File: src/pkg/serial_flash_map.vh
/*
 * Constants for the serial flash command front end: opcodes, the layout of
 * the three address bytes in 528-byte page mode, dummy bit counts and the
 * power-up timing figures. Included by bare name; holds definitions only.
 */
`ifndef SERIAL_FLASH_MAP_VH
`define SERIAL_FLASH_MAP_VH

// ****************************************************************
// opcodes of the decoded group
// ****************************************************************
`define OPC_BUF1_READ_SLOW   8'hD1
`define OPC_PAGE_READ        8'hD2
`define OPC_BUF2_READ_SLOW   8'hD3
`define OPC_BUF1_READ        8'hD4
`define OPC_BUF2_READ        8'hD6
`define OPC_STATUS_READ      8'hD7

// ****************************************************************
// framing: bit counts and address field positions
// ****************************************************************
`define OPCODE_BITS          6'h08
`define ADDR_BITS            6'h18
`define PAGE_ADDR_MSB        22
`define PAGE_ADDR_LSB        10
`define BYTE_ADDR_MSB        9
`define BYTE_ADDR_LSB        0
`define DUMMY_BITS_PAGE      6'h20
`define DUMMY_BITS_BUF       6'h08
`define DUMMY_BITS_NONE      6'h00

// ****************************************************************
// power-up timing
// ****************************************************************
`define CLK_FREQ_KHZ         250000
`define FIRST_WRITE_WAIT_MS  3

`endif

File: src/design/serial_flash_frontend.v
/*
 * Command front end of a serial flash: power-on/reset state, SPI mode
 * detection on each chip-select fall, opcode shift-in and address/dummy
 * framing for the decoded opcodes, and the power-up write-hold timer.
 * Assumes the pins arrive asynchronously to clk and that sck runs well
 * below half the clk rate, so every sck edge is seen after synchronising.
 */
`timescale 1ns/1ns
`include "serial_flash_map.vh"

// Behaviour
// - after power-up or reset the recorded serial mode is mode 3
// - after power-up or reset the serial output is not driven
// - no instruction accepted until chip select falls after reset
// - each chip select fall samples idle sck level: high mode 3, low mode 0
// - while power-on reset is active everything is held and commands ignored
// - when power-up completes the device stands by, ready for a command
// - address bytes: reserved bit, 13-bit page address, 10-bit byte address
// - dummy bytes per opcode are counted and their bits ignored
module serial_flash_frontend #(
  parameter WRITE_WAIT_CYCLES = `FIRST_WRITE_WAIT_MS * (`CLK_FREQ_KHZ)
) (
  // clock and reset
  input  wire        clk,
  input  wire        rst,
  // power-on reset level from the supply monitor
  input  wire        power_on_reset_threshold,
  // serial pins
  input  wire        cs_n,
  input  wire        sck,
  input  wire        si,
  output wire        so_out,
  output wire        so_oe,
  // status
  output reg         standby,
  output reg         mode3,
  output reg         armed,
  output reg         write_allowed,
  // decoded command
  output reg         cmd_valid,
  output reg         cmd_unknown,
  output reg  [7:0]  opcode,
  output reg  [12:0] page_address_bits,
  output reg  [9:0]  byte_address_bits
);

  // ****************************************************************
  // state encoding
  // ****************************************************************
  localparam [4:0] ST_IDLE  = 5'h01;
  localparam [4:0] ST_OPC   = 5'h02;
  localparam [4:0] ST_ADDR  = 5'h04;
  localparam [4:0] ST_DUMMY = 5'h08;
  localparam [4:0] ST_SKIP  = 5'h10;

  // ****************************************************************
  // pin synchronisers
  // ****************************************************************
  reg [3:0] meta_q;
  reg [3:0] sync_q;
  reg       cs_prev_q;
  reg       sck_prev_q;

  always @(posedge clk) begin
    if (rst) begin
      // idle levels; the supply bit resets high, so hold outlasts rst by two cycles
      meta_q <= 4'hF;
      sync_q <= 4'hF;
    end else begin
      meta_q <= {power_on_reset_threshold, cs_n, sck, si};
      sync_q <= meta_q;
    end
  end

  // every pin read past this point is a synchronised copy
  wire por_s  = sync_q[3];
  wire cs_s   = sync_q[2];
  wire sck_s  = sync_q[1];
  wire si_s   = sync_q[0];
  // power-on reset acts as a full reset of everything past the synchronisers
  wire hold   = rst | por_s;
  wire cs_fall = cs_prev_q & ~cs_s;
  wire sck_rise = ~sck_prev_q & sck_s;

  // the serial output stays released; this front end never returns data
  assign so_out = 1'b0;
  assign so_oe  = 1'b0;

  // ****************************************************************
  // power-up write hold timer
  // ****************************************************************
  // counts from the end of rst or supply-monitor reset, which stand in for supply good;
  // it then stops, so write_allowed stays up until the next reset
  reg [31:0] wait_q;

  always @(posedge clk) begin
    if (hold) begin
      wait_q        <= 32'h0;
      write_allowed <= 1'b0;
    end else if (wait_q >= WRITE_WAIT_CYCLES - 1) begin
      write_allowed <= 1'b1;
    end else begin
      wait_q <= wait_q + 32'h1;
    end
  end

  // ****************************************************************
  // command framing
  // ****************************************************************
  reg [4:0]  state_q;
  // six bits hold the longest run, 32 dummy bits after the page read opcode
  reg [5:0]  cnt_q;
  reg [5:0]  dummy_q;
  reg [23:0] shift_q;
  wire [23:0] shift_d = {shift_q[22:0], si_s};

  always @(posedge clk) begin
    if (hold) begin
      // cs_prev starts low so a select held low across reset never arms
      cs_prev_q         <= 1'b0;
      sck_prev_q        <= 1'b1;
      state_q           <= ST_IDLE;
      cnt_q             <= 6'h0;
      dummy_q           <= 6'h0;
      shift_q           <= 24'h0;
      standby           <= 1'b0;
      mode3             <= 1'b1;
      armed             <= 1'b0;
      cmd_valid         <= 1'b0;
      cmd_unknown       <= 1'b0;
      opcode            <= 8'h00;
      page_address_bits <= 13'h0;
      byte_address_bits <= 10'h0;
    end else begin
      cs_prev_q   <= cs_s;
      sck_prev_q  <= sck_s;
      standby     <= cs_s;
      cmd_valid   <= 1'b0;
      cmd_unknown <= 1'b0;
      if (cs_fall) begin
        // mode is only reported: both modes take si on the rising sck edge
        mode3   <= sck_s;
        armed   <= 1'b1;
        state_q <= ST_OPC;
        cnt_q   <= 6'h0;
        shift_q <= 24'h0;
      end else if (cs_s) begin
        // a select rise mid-frame drops back to idle, so a cut frame gives no pulse
        state_q <= ST_IDLE;
      end else if (sck_rise) begin
        case (state_q)
          ST_OPC: begin
            shift_q <= shift_d;
            if (cnt_q == `OPCODE_BITS - 6'h1) begin
              // opcode complete, msb arrived first
              opcode <= shift_d[7:0];
              cnt_q  <= 6'h0;
              case (shift_d[7:0])
                `OPC_STATUS_READ: begin
                  cmd_valid <= 1'b1;
                  state_q   <= ST_SKIP;
                end
                `OPC_PAGE_READ: begin
                  dummy_q <= `DUMMY_BITS_PAGE;
                  state_q <= ST_ADDR;
                end
                `OPC_BUF1_READ, `OPC_BUF2_READ: begin
                  dummy_q <= `DUMMY_BITS_BUF;
                  state_q <= ST_ADDR;
                end
                `OPC_BUF1_READ_SLOW, `OPC_BUF2_READ_SLOW: begin
                  dummy_q <= `DUMMY_BITS_NONE;
                  state_q <= ST_ADDR;
                end
                default: begin
                  cmd_unknown <= 1'b1;
                  state_q     <= ST_SKIP;
                end
              endcase
            end else begin
              cnt_q <= cnt_q + 6'h1;
            end
          end
          ST_ADDR: begin
            shift_q <= shift_d;
            if (cnt_q == `ADDR_BITS - 6'h1) begin
              // reserved top bit dropped
              page_address_bits <= shift_d[`PAGE_ADDR_MSB:`PAGE_ADDR_LSB];
              byte_address_bits <= shift_d[`BYTE_ADDR_MSB:`BYTE_ADDR_LSB];
              cnt_q <= 6'h0;
              if (dummy_q == `DUMMY_BITS_NONE) begin
                cmd_valid <= 1'b1;
                state_q   <= ST_SKIP;
              end else begin
                state_q <= ST_DUMMY;
              end
            end else begin
              cnt_q <= cnt_q + 6'h1;
            end
          end
          ST_DUMMY: begin
            // dummy bit values are never looked at
            if (cnt_q == dummy_q - 6'h1) begin
              cmd_valid <= 1'b1;
              state_q   <= ST_SKIP;
            end else begin
              cnt_q <= cnt_q + 6'h1;
            end
          end
          default: begin
            // rest of an unknown or finished frame is ignored until select rises
            state_q <= state_q;
          end
        endcase
      end
    end
  end

endmodule

File: config.mk
export PLATFORM = sky130hd
export DESIGN_NAME = serial_flash_frontend
export DESIGN_NICKNAME = d
export VERILOG_FILES = /design/src/design/serial_flash_frontend.v
export VERILOG_INCLUDE_DIRS = /design/src /design/src/pkg
export SDC_FILE = /design/constraint.sdc
export NUM_CORES = 1
export LEC_CHECK = 0
export ABC_AREA = 1
export CAP_MARGIN = 30
export CORE_ASPECT_RATIO = 0.5
export CORE_MARGIN = 5
export CORE_UTILIZATION = 63
export CTS_CLUSTER_SIZE = 24
export DETAILED_ROUTE_END_ITERATION = 16
export DONT_BUFFER_PORTS = 1
export PLACE_DENSITY = 0.79
export SLEW_MARGIN = 20
export SYNTH_ARGS = -nofsm -noshare
export SYNTH_HDL_FRONTEND = slang
export SYNTH_SLANG_ARGS = --single-unit
File: constraint.sdc
create_clock -name clk -period 2.47 [get_ports clk]
set_clock_uncertainty 0.2 [all_clocks]
set_input_delay 0.1235 -clock clk [delete_from_list [all_inputs] [get_ports clk]]
set_output_delay 0.1235 -clock clk [all_outputs]
set_load 0.02 [all_outputs]
# Word-level counts from Yosys, hierarchy flattened
# Cells that the tools add are included.
[totals]
elab_cells = 92
ff_bits = 117
[op_classes]
n_mux = 21
reduce_logical = 21
add_sub_neg = 3
eq_ne = 19
magnitude_cmp = 1
n_bitwise = 9
[op_table]
columns = ["cell", "n"]
rows = [
  ["8-bit equality test (second input constant)", 6],
  ["6-bit one-hot mux with 3 select lines", 2],
  ["32-bit by 1-bit adder with 32-bit output (second input constant)", 1],
  ["32-bit by 20-bit greater-or-equal comparator with 1-bit output (second input constant)", 1],
  ["5-bit two-way mux", 5],
  ["5-bit AND reduction", 4],
  ["6-bit two-way mux", 3],
  ["5-bit one-hot mux with 3 select lines", 1],
  ["4-bit != test (second input constant)", 3],
  ["6-bit OR reduction", 2],
  ["3-bit nonzero test", 3],
  ["2-bit != test (second input constant)", 4],
  ["2-bit OR reduction", 4],
  ["6-bit by 1-bit adder with 6-bit output (second input constant)", 1],
  ["6-bit by 3-bit equality test with 1-bit output (second input constant)", 1],
  ["6-bit by 5-bit equality test with 1-bit output (second input constant)", 1],
  ["6-bit equality test", 1],
  ["6-bit logical NOT", 1],
  ["1-bit two-way mux", 6],
  ["2-bit two-way mux", 3],
  ["1-bit NOT", 6],
  ["6-bit AND reduction", 1],
  ["6-bit by 1-bit subtractor with 6-bit output (second input constant)", 1],
  ["5-bit by 2-bit equality test with 1-bit output (second input constant)", 1],
  ["other kinds (11)", 12],
]

# Depth between registers and ports, before layout
# Gate-level depths: netlist of the first run.
[depth]
ltp_word = 8
ltp_mapped = 13

# Worst setup path before layout of the first run
# No wires, ideal clock.
[synth_path]
kind = "register -> register"
startpoint = "register cnt_q[0]"
endpoint = "register byte_address_bits[7]"
setup_ps = 116
setup_slack_ps = 713
t_arrival_ps = 1441
stages_incl_launch_ff = 10
path_buffers = 1
t_required_ps = 2154
cell_sequence = "dfxtp_1 -> ha_1 -> nand2_2 -> nor2_2 -> nand3_2 -> nor2_4 -> nand3_4 -> buf_6 -> o21ai_1 -> a21oi_1"
[synth_between]
elab_chain_len = 2
[synth_rtl]
columns = ["item", "line", "rtl"]
rows = [
  ["start: declaration", "serial_flash_frontend.v:112", "reg [5:0] cnt_q;"],
  ["start signal: assignment", "serial_flash_frontend.v:181", "cnt_q <= cnt_q + 6'h1;"],
  ["start signal: assignment", "serial_flash_frontend.v:198", "cnt_q <= cnt_q + 6'h1;"],
  ["start signal: assignment", "serial_flash_frontend.v:207", "cnt_q <= cnt_q + 6'h1;"],
  ["6-bit by 5-bit equality test with 1-bit output", "serial_flash_frontend.v:186", "if (cnt_q == `ADDR_BITS - 6'h1) begin"],
  ["5-bit AND reduction (no line)", "n/a", ""],
  ["end signal: assignment", "serial_flash_frontend.v:189", "byte_address_bits <= shift_d[`BYTE_ADDR_MSB:`BYTE_ADDR_LSB];"],
  ["end: declaration", "serial_flash_frontend.v:44", "output reg [9:0] byte_address_bits"],
]
# No other way between the ends.
# A chain may end at the register's enable or synchronous reset.

# Worst setup path after layout of the first run
# Same ends and word-level chain as after synthesis.

==> run metrics, run 1 <==
# fillers 652; clock transition at the registers of the reported paths 0.05 ns; Placer Congestion 0.966; worst-path maximum fanout 23; Clock Path Buffers 2; initial antenna violation count 0; PostCTS Resize Cnt 0; Final Hold Viols 0; I/O Buffers 0; yosys warns 0; critical path's slowest cell nand3_2; setup bufs post-CTS 0; Worst Setup EP byte_address_bits[7]$_SDFFE_PP0P_; Gate Count Post-Synth 687; Die Y 73.7 um; commonest non-fill, non-tap cell in the layout dfxtp_1; vias 4312; CP cell instances ha_1 -> nand2_2 -> nor2_2 -> nand3_2 -> nor2_4 -> nand3_2 -> a21oi_1; final wirelength 10800 um; Remaining DRCs 0; dpl hpwl 7030 um; Min Hold Slack 0.163 ns; RSZ-0062 raised after global routing false; Pwr Total 4.14 mW; chip width 137 um; mean routed wirelength per cell 13.2 um; Post-DRT Antenna Nets 0; ANT cells 0; first-pass GRT wire length 18500 um; Critical R2R Capture byte_address_bits[7]$_SDFFE_PP0P_; vias in the first global route 4067; reg2reg start cnt_q[0]$_SDFFE_PP0P_; WS Path Type reg -> reg; final net count 706; part of the cycle the worst path needs 90.2%; register area share after synthesis 44.3%; Req. time, crit path 2.60 ns; Final Slew Violations 0; DRT iter0 DRCs 240; drt pass-1 iters 4; via/cell ratio 5.25; most frequent cells in the layout dfxtp_1, nand2_1, nor2_1, inv_1, a21oi_1; fmax 449 MHz; most frequent CP cell nand3_2; Netlist cell types 43; Arrival @ worst endpoint 2.36 ns; worst skew pair latency 0.42 ns; Post-synth ARST share 0%; Total Routing Usage GR 23.3%; maximum single-stage delay on the critical path 0.42 ns; outcome complete, no violations; TritonCTS clock tree yes; register bit total from synthesis 113; Post-synth EDFFs 0; I/O pins 45; share of layout cells above drive strength 1 12.7%; min-delay src sck; CTS sink cnt 113; grt ovf 0; final setup fails 0; Inst Count DP 782; crit end category flip-flop; ys flop type dfxtp_1; P per Cell Area 719 nW/um^2; Initial Utilization 64.3%; Register-to-Register Path Depth 7; Tightest Hold Check Type in -> reg; Critical Path Source cnt_q[0]$_SDFFE_PP0P_; non-filler cells in the finished layout 821; cts bufs inserted 17; minimum clock period 2.23 ns; Die Area 10100 sq um; pin count of the biggest net entering global routing 47; max-cap violations 0; core region area 7940 sq um; r2r setup slk 0.24 ns; peak supply drop 0.487 mV; crit start category flip-flop; synthesized cell area 5110 sq um; H-tree depth 4; Leakage 2.14 nW; area grow syn2layout 12.7%; clock root cell clkbuf_16; Synth Area per Inst 7.43 sq um; Site Rows 23; setup tns final 0 ns
worst max-delay path, delay by kind of cell (launching register included):
kind                     cells  cell delay (ns)
AO/OA/AOI/OAI                1             0.30
adder cells (fa/ha/maj)      1             0.26
flip-flops                   1             0.41
AND/OR/NAND/NOR              5             0.98
how the worst min path moves through the flow:
| stage | to | slack (ns) | cells after the start |
|---|---|---|---|
| 3_5_place_dp | meta_q[0]$_SDFF_PP1_ | 0.03 | 1 |
| 4_1_cts | meta_q[0]$_SDFF_PP1_ | 0.13 | 2 |
| 5_1_grt | meta_q[3]$_SDFF_PP1_ | 0.17 | 2 |
| 6_report | meta_q[1]$_SDFF_PP1_ | 0.16 | 2 |
| 2_1_floorplan | meta_q[0]$_SDFF_PP1_ | 0.03 | 1 |
| 3_3_place_gp | meta_q[0]$_SDFF_PP1_ | 0.03 | 1 |
area by class of cell:
cell class / count / area (sq um) / share of cell area (%)
Sequential cell: 113 / 2260 / 39.3
Timing Repair Buffer: 12 / 105 / 1.83
Multi-Input combinational cell: 460 / 2350 / 40.8
Clock inverter: 13 / 114 / 1.98
Clock buffer: 19 / 443 / 7.69
Tap cell: 112 / 140 / 2.43
Inverter: 92 / 345 / 6.00
per-layer routing:
| metal | track usage (%) | share of wire (%) | vias up |
|---|---|---|---|
| met5 | 0 | 0 | - |
| met4 | 8.63 | 1.7 | 0 |
| met3 | 7.93 | 5.5 | 24 |
| met2 | 39.4 | 47 | 87 |
| met1 | 27.8 | 46 | 1991 |
| li1 | - | - | 2210 |
synth_stat cells, types with 2 or more instances:
cell	count	share of area, %
o21ai_1	19	1.9
o21ai_0	38	3.7
a21oi_4	2	0.64
a21oi_1	63	6.2
inv_1	86	6.3
nor2_2	10	1.2
nor2_4	4	0.88
nand2_1	109	8.0
buf_2	6	0.59
nand3_1	44	4.3
clkbuf_1	6	0.44
nor3_2	2	0.39
o21ai_2	3	0.51
dfxtp_1	113	44
buf_4	2	0.29
or2_2	9	1.1
nand3_4	2	0.69
xor2_1	11	1.9
nand4_1	5	0.61
nor3_1	4	0.39
nand3_2	8	1.6
inv_2	5	0.37
nor2_1	101	7.4
ha_1	4	0.98
buf_6	8	1.8
nand2_2	3	0.37
xnor2_1	4	0.69
where the power goes:
| group | switching (mW) | internal (mW) |
|---|---|---|
| Sequential | 0.00480 | 1.83 |
| Combinational | 0.0290 | 0.0176 |
| Clock | 0.852 | 1.40 |
kinds of logic (layout without fill, tap and decap cells):
| logic type | after synthesis | after routing | synth area share [%] |
|---|---|---|---|
| other | 1 | 2 | 0.0734 |
| buffers and inverters | 116 | 136 | 10.0 |
| adder cells (fa/ha/maj) | 4 | 4 | 0.980 |
| AO/OA/AOI/OAI | 131 | 131 | 13.8 |
| AND/OR/NAND/NOR | 307 | 308 | 28.2 |
| flip-flops | 113 | 113 | 44.3 |
| XOR/XNOR | 15 | 15 | 2.57 |
state kept, by name, indices dropped and copies added (netlist names):
signal,count
opcode,8
cmd_valid,1
sck_prev_q,1
shift_q,22
state_q,5
write_allowed,1
cs_prev_q,1
byte_address_bits,10
page_address_bits,13
mode3,1
meta_q,4
dummy_q,2
cnt_q,6
armed,1
cmd_unknown,1
wait_q,32
sync_q,4
metrics by stage:
| stage | utilization, % | cell area (sq um) | setup slack (ns) |
|---|---|---|---|
| CTS | 72.4 | 5750 | 0.158 |
| detailed placement | 64.6 | 5130 | 0.233 |
| floorplan | - | 5110 | 0.713 |
| global placement | 64.6 | 5130 | 0.350 |
| global route | 72.5 | 5760 | 0.0724 |
| finish | 72.5 | 5760 | 0.243 |
repair_timing:
action	CTS	global route
hold endpoints to repair	41	0
setup endpoints to repair	0	6
hold buffers	6	0
Note: power is estimated with default switching activity, not from simulation.
==> inputs of run 2 (changes only) <==
--- a/config.mk
+++ b/config.mk
@@ -7,13 +7,13 @@
 export NUM_CORES = 1
 export LEC_CHECK = 0
 export ABC_AREA = 1
+export BUFFER_PORTS_ARGS = -buffer_cell sky130_fd_sc_hd__buf_2
 export CAP_MARGIN = 30
 export CORE_ASPECT_RATIO = 0.5
 export CORE_MARGIN = 5
-export CORE_UTILIZATION = 63
+export CORE_UTILIZATION = 59
 export CTS_CLUSTER_SIZE = 24
 export DETAILED_ROUTE_END_ITERATION = 16
-export DONT_BUFFER_PORTS = 1
 export PLACE_DENSITY = 0.79
 export SLEW_MARGIN = 20
 export SYNTH_ARGS = -nofsm -noshare
==> run 2 against run 1 <==
Compared with the run above: power is 10% higher; count of clock-buffer cells in the layout grew 1; worst hold slack gained 0.046 ns.
==> run metrics, run 2 (synthesis results as in run 1) <==
PostCTS Resize Cnt 0 (unchanged); reg2reg start cnt_q[0]$_SDFFE_PP0P_ (unchanged); Placer Congestion 0.986 (was 0.966); Initial Utilization 59.7% (was 64.3%); Critical Path Source cnt_q[0]$_SDFFE_PP0P_ (unchanged); Worst Max-Slew Pin Slew 0.503 ns; pin count of the biggest net entering global routing 47 (unchanged); RSZ-0062 raised after global routing false (unchanged); Die Area 10700 sq um (was 10100 sq um); peak supply drop 0.493 mV (was 0.487 mV); Clock Path Buffers 2 (unchanged); cts bufs inserted 17 (unchanged); ANT cells 0 (unchanged); biggest regs wait_q x32, shift_q x22, page_address_bits x13 (unchanged); Total Routing Usage GR 22.3% (was 23.3%); Final Slew Violations 0 (unchanged); Comb pwr share 1.2% (was 1.1%); Req. time, crit path 2.60 ns (about the same); P per Cell Area 751 nW/um^2 (was 719 nW/um^2); Clock power frac 58.6% (was 54.5%); Remaining DRCs 0 (unchanged); Psw 0.862 mW (was 0.886 mW); max reg flops 32 (unchanged); Cells on Worst Hold Path 1 (was 2); clock transition at the registers of the reported paths 0.05 ns (about the same); sequential power share 40.2% (was 44.4%); final wirelength 11400 um (was 10800 um); final net count 750 (was 706); via/cell ratio 5.21 (was 5.25); largest reg by FF count wait_q (unchanged); max-cap violations 0 (unchanged); Die Y 75.8 um (was 73.7 um); clock root cell clkbuf_16 (unchanged); final setup fails 0 (unchanged); setup tns final 0 ns (unchanged); max_slew headroom 66.4%; H-tree depth 4 (unchanged); area grow syn2layout 19.2% (was 12.7%); core region area 8560 sq um (was 7940 sq um); outcome complete, no violations (unchanged); Arrival @ worst endpoint 2.30 ns (was 2.36 ns); dpl hpwl 7110 um (was 7030 um); worst-path maximum fanout 23 (unchanged); Sw Ratio 18.9% (was 21.4%); grt ovf 0 (unchanged); mean routed wirelength per cell 13.1 um (was 13.2 um); Pint 3.71 mW (was 3.25 mW); WS Path Type reg -> reg (unchanged); first-pass GRT wire length 19200 um (was 18500 um); min-delay src meta_q[2]$_SDFF_PP1_ (was sck); share of layout cells above drive strength 1 17.3% (was 12.7%); I/O pins 45 (unchanged); DRT iter0 DRCs 328 (was 240); Post-DRT Antenna Nets 0 (unchanged); Final Hold Viols 0 (unchanged); commonest non-fill, non-tap cell in the layout dfxtp_1 (unchanged); crit start category flip-flop (unchanged); vias 4522 (was 4312); initial antenna violation count 0 (unchanged); Leakage 2.42 nW (was 2.14 nW); chip width 142 um (was 137 um); CTS sink cnt 113 (unchanged); setup bufs post-CTS 0 (unchanged); worst skew pair latency 0.41 ns (was 0.42 ns); hold path endpoint sync_q[2]$_SDFF_PP1_ (was meta_q[1]$_SDFF_PP1_); vias in the first global route 4177 (was 4067); part of the cycle the worst path needs 88.2% (was 90.2%); r2r setup slk 0.29 ns (was 0.24 ns); Register-to-Register Path Depth 7 (unchanged); drt pass-1 iters 4 (unchanged); minimum clock period 2.18 ns (was 2.23 ns); Tightest Hold Check Type reg -> reg (was in -> reg); Pwr Total 4.57 mW (was 4.14 mW); fmax 459 MHz (was 449 MHz); TritonCTS clock tree yes (unchanged); crit end category flip-flop (unchanged); most frequent cells in the layout dfxtp_1, nand2_1, nor2_1, inv_1, a21oi_1 (unchanged); I/O Buffers 42 (was 0); Site Rows 24 (was 23); Critical R2R Capture page_address_bits[8]$_SDFFE_PP0P_ (was byte_address_bits[7]$_SDFFE_PP0P_)
[run 2: layer usage]
metal	share of wire (%)	vias up	GRT usage, %
li1	-	2305	-
met1	45	2084	26.5
met5	0	-	0
met2	49	116	39.6
met3	4.8	17	6.39
met4	1.4	0	7.87
[run 2: worst max-delay path by stage]
stage | endpoint | slack, ns | cells past startpoint
6_report | page_address_bits[8]$_SDFFE_PP0P_ | 0.29 | 7
3_3_place_gp | byte_address_bits[4]$_SDFFE_PP0P_ | 0.34 | 8
5_1_grt | page_address_bits[8]$_SDFFE_PP0P_ | 0.09 | 7
3_5_place_dp | byte_address_bits[3]$_SDFFE_PP0P_ | 0.25 | 8
4_1_cts | byte_address_bits[4]$_SDFFE_PP0P_ | 0.20 | 8
2_1_floorplan | byte_address_bits[7]$_SDFFE_PP0P_ | 0.71 | 9
[run 2: cell type report]
class	instances	area, sq um
clock buffers	20	467
clock inverters	10	183
fillers	667	2470
inverters	92	345
multi-input cells	460	2350
flip-flops and latches	113	2260
well taps	117	146
repair buffers	56	338
[run 2: stage by stage]
step                setup WS (ns)  std cells  utilization (%)  cell area (sq um)  hold slack, ns
finish                      0.292        868             71.1               6090           0.209
global route               0.0865        868             71.1               6090           0.218
CTS                         0.198        867             71.0               6080           0.209
detailed placement          0.246        828             62.4               5340           0.108
global placement            0.344        828             62.4               5340           0.109
floorplan                   0.713        688                -               5110          0.0273
[run 2: worst max-delay path, cell delays in order (launching register included)]
cell and delay [ns]:
dfxtp_1 0.41, ha_1 0.26, nand2_2 0.08, nor2_2 0.12, nand3_2 0.13, nor2_4 0.17
nand3_2 0.42, a21oi_1 0.30
[run 2: power by group through the flow]
stage | Combinational (mW) | Sequential, mW | Clock, mW
floorplan | 0.0314 | 1.87 | 0
global placement | 0.0415 | 1.87 | 0
detailed placement | 0.0425 | 1.87 | 0
CTS | 0.0539 | 1.84 | 2.71
global route | 0.0606 | 1.84 | 2.80
finish | 0.0554 | 1.84 | 2.68
[run 2: repair_timing]
item | in CTS | in global routing
setup endpoints to repair | 0 | 3
hold buffers | 9 | 0
hold endpoints to repair | 9 | 0
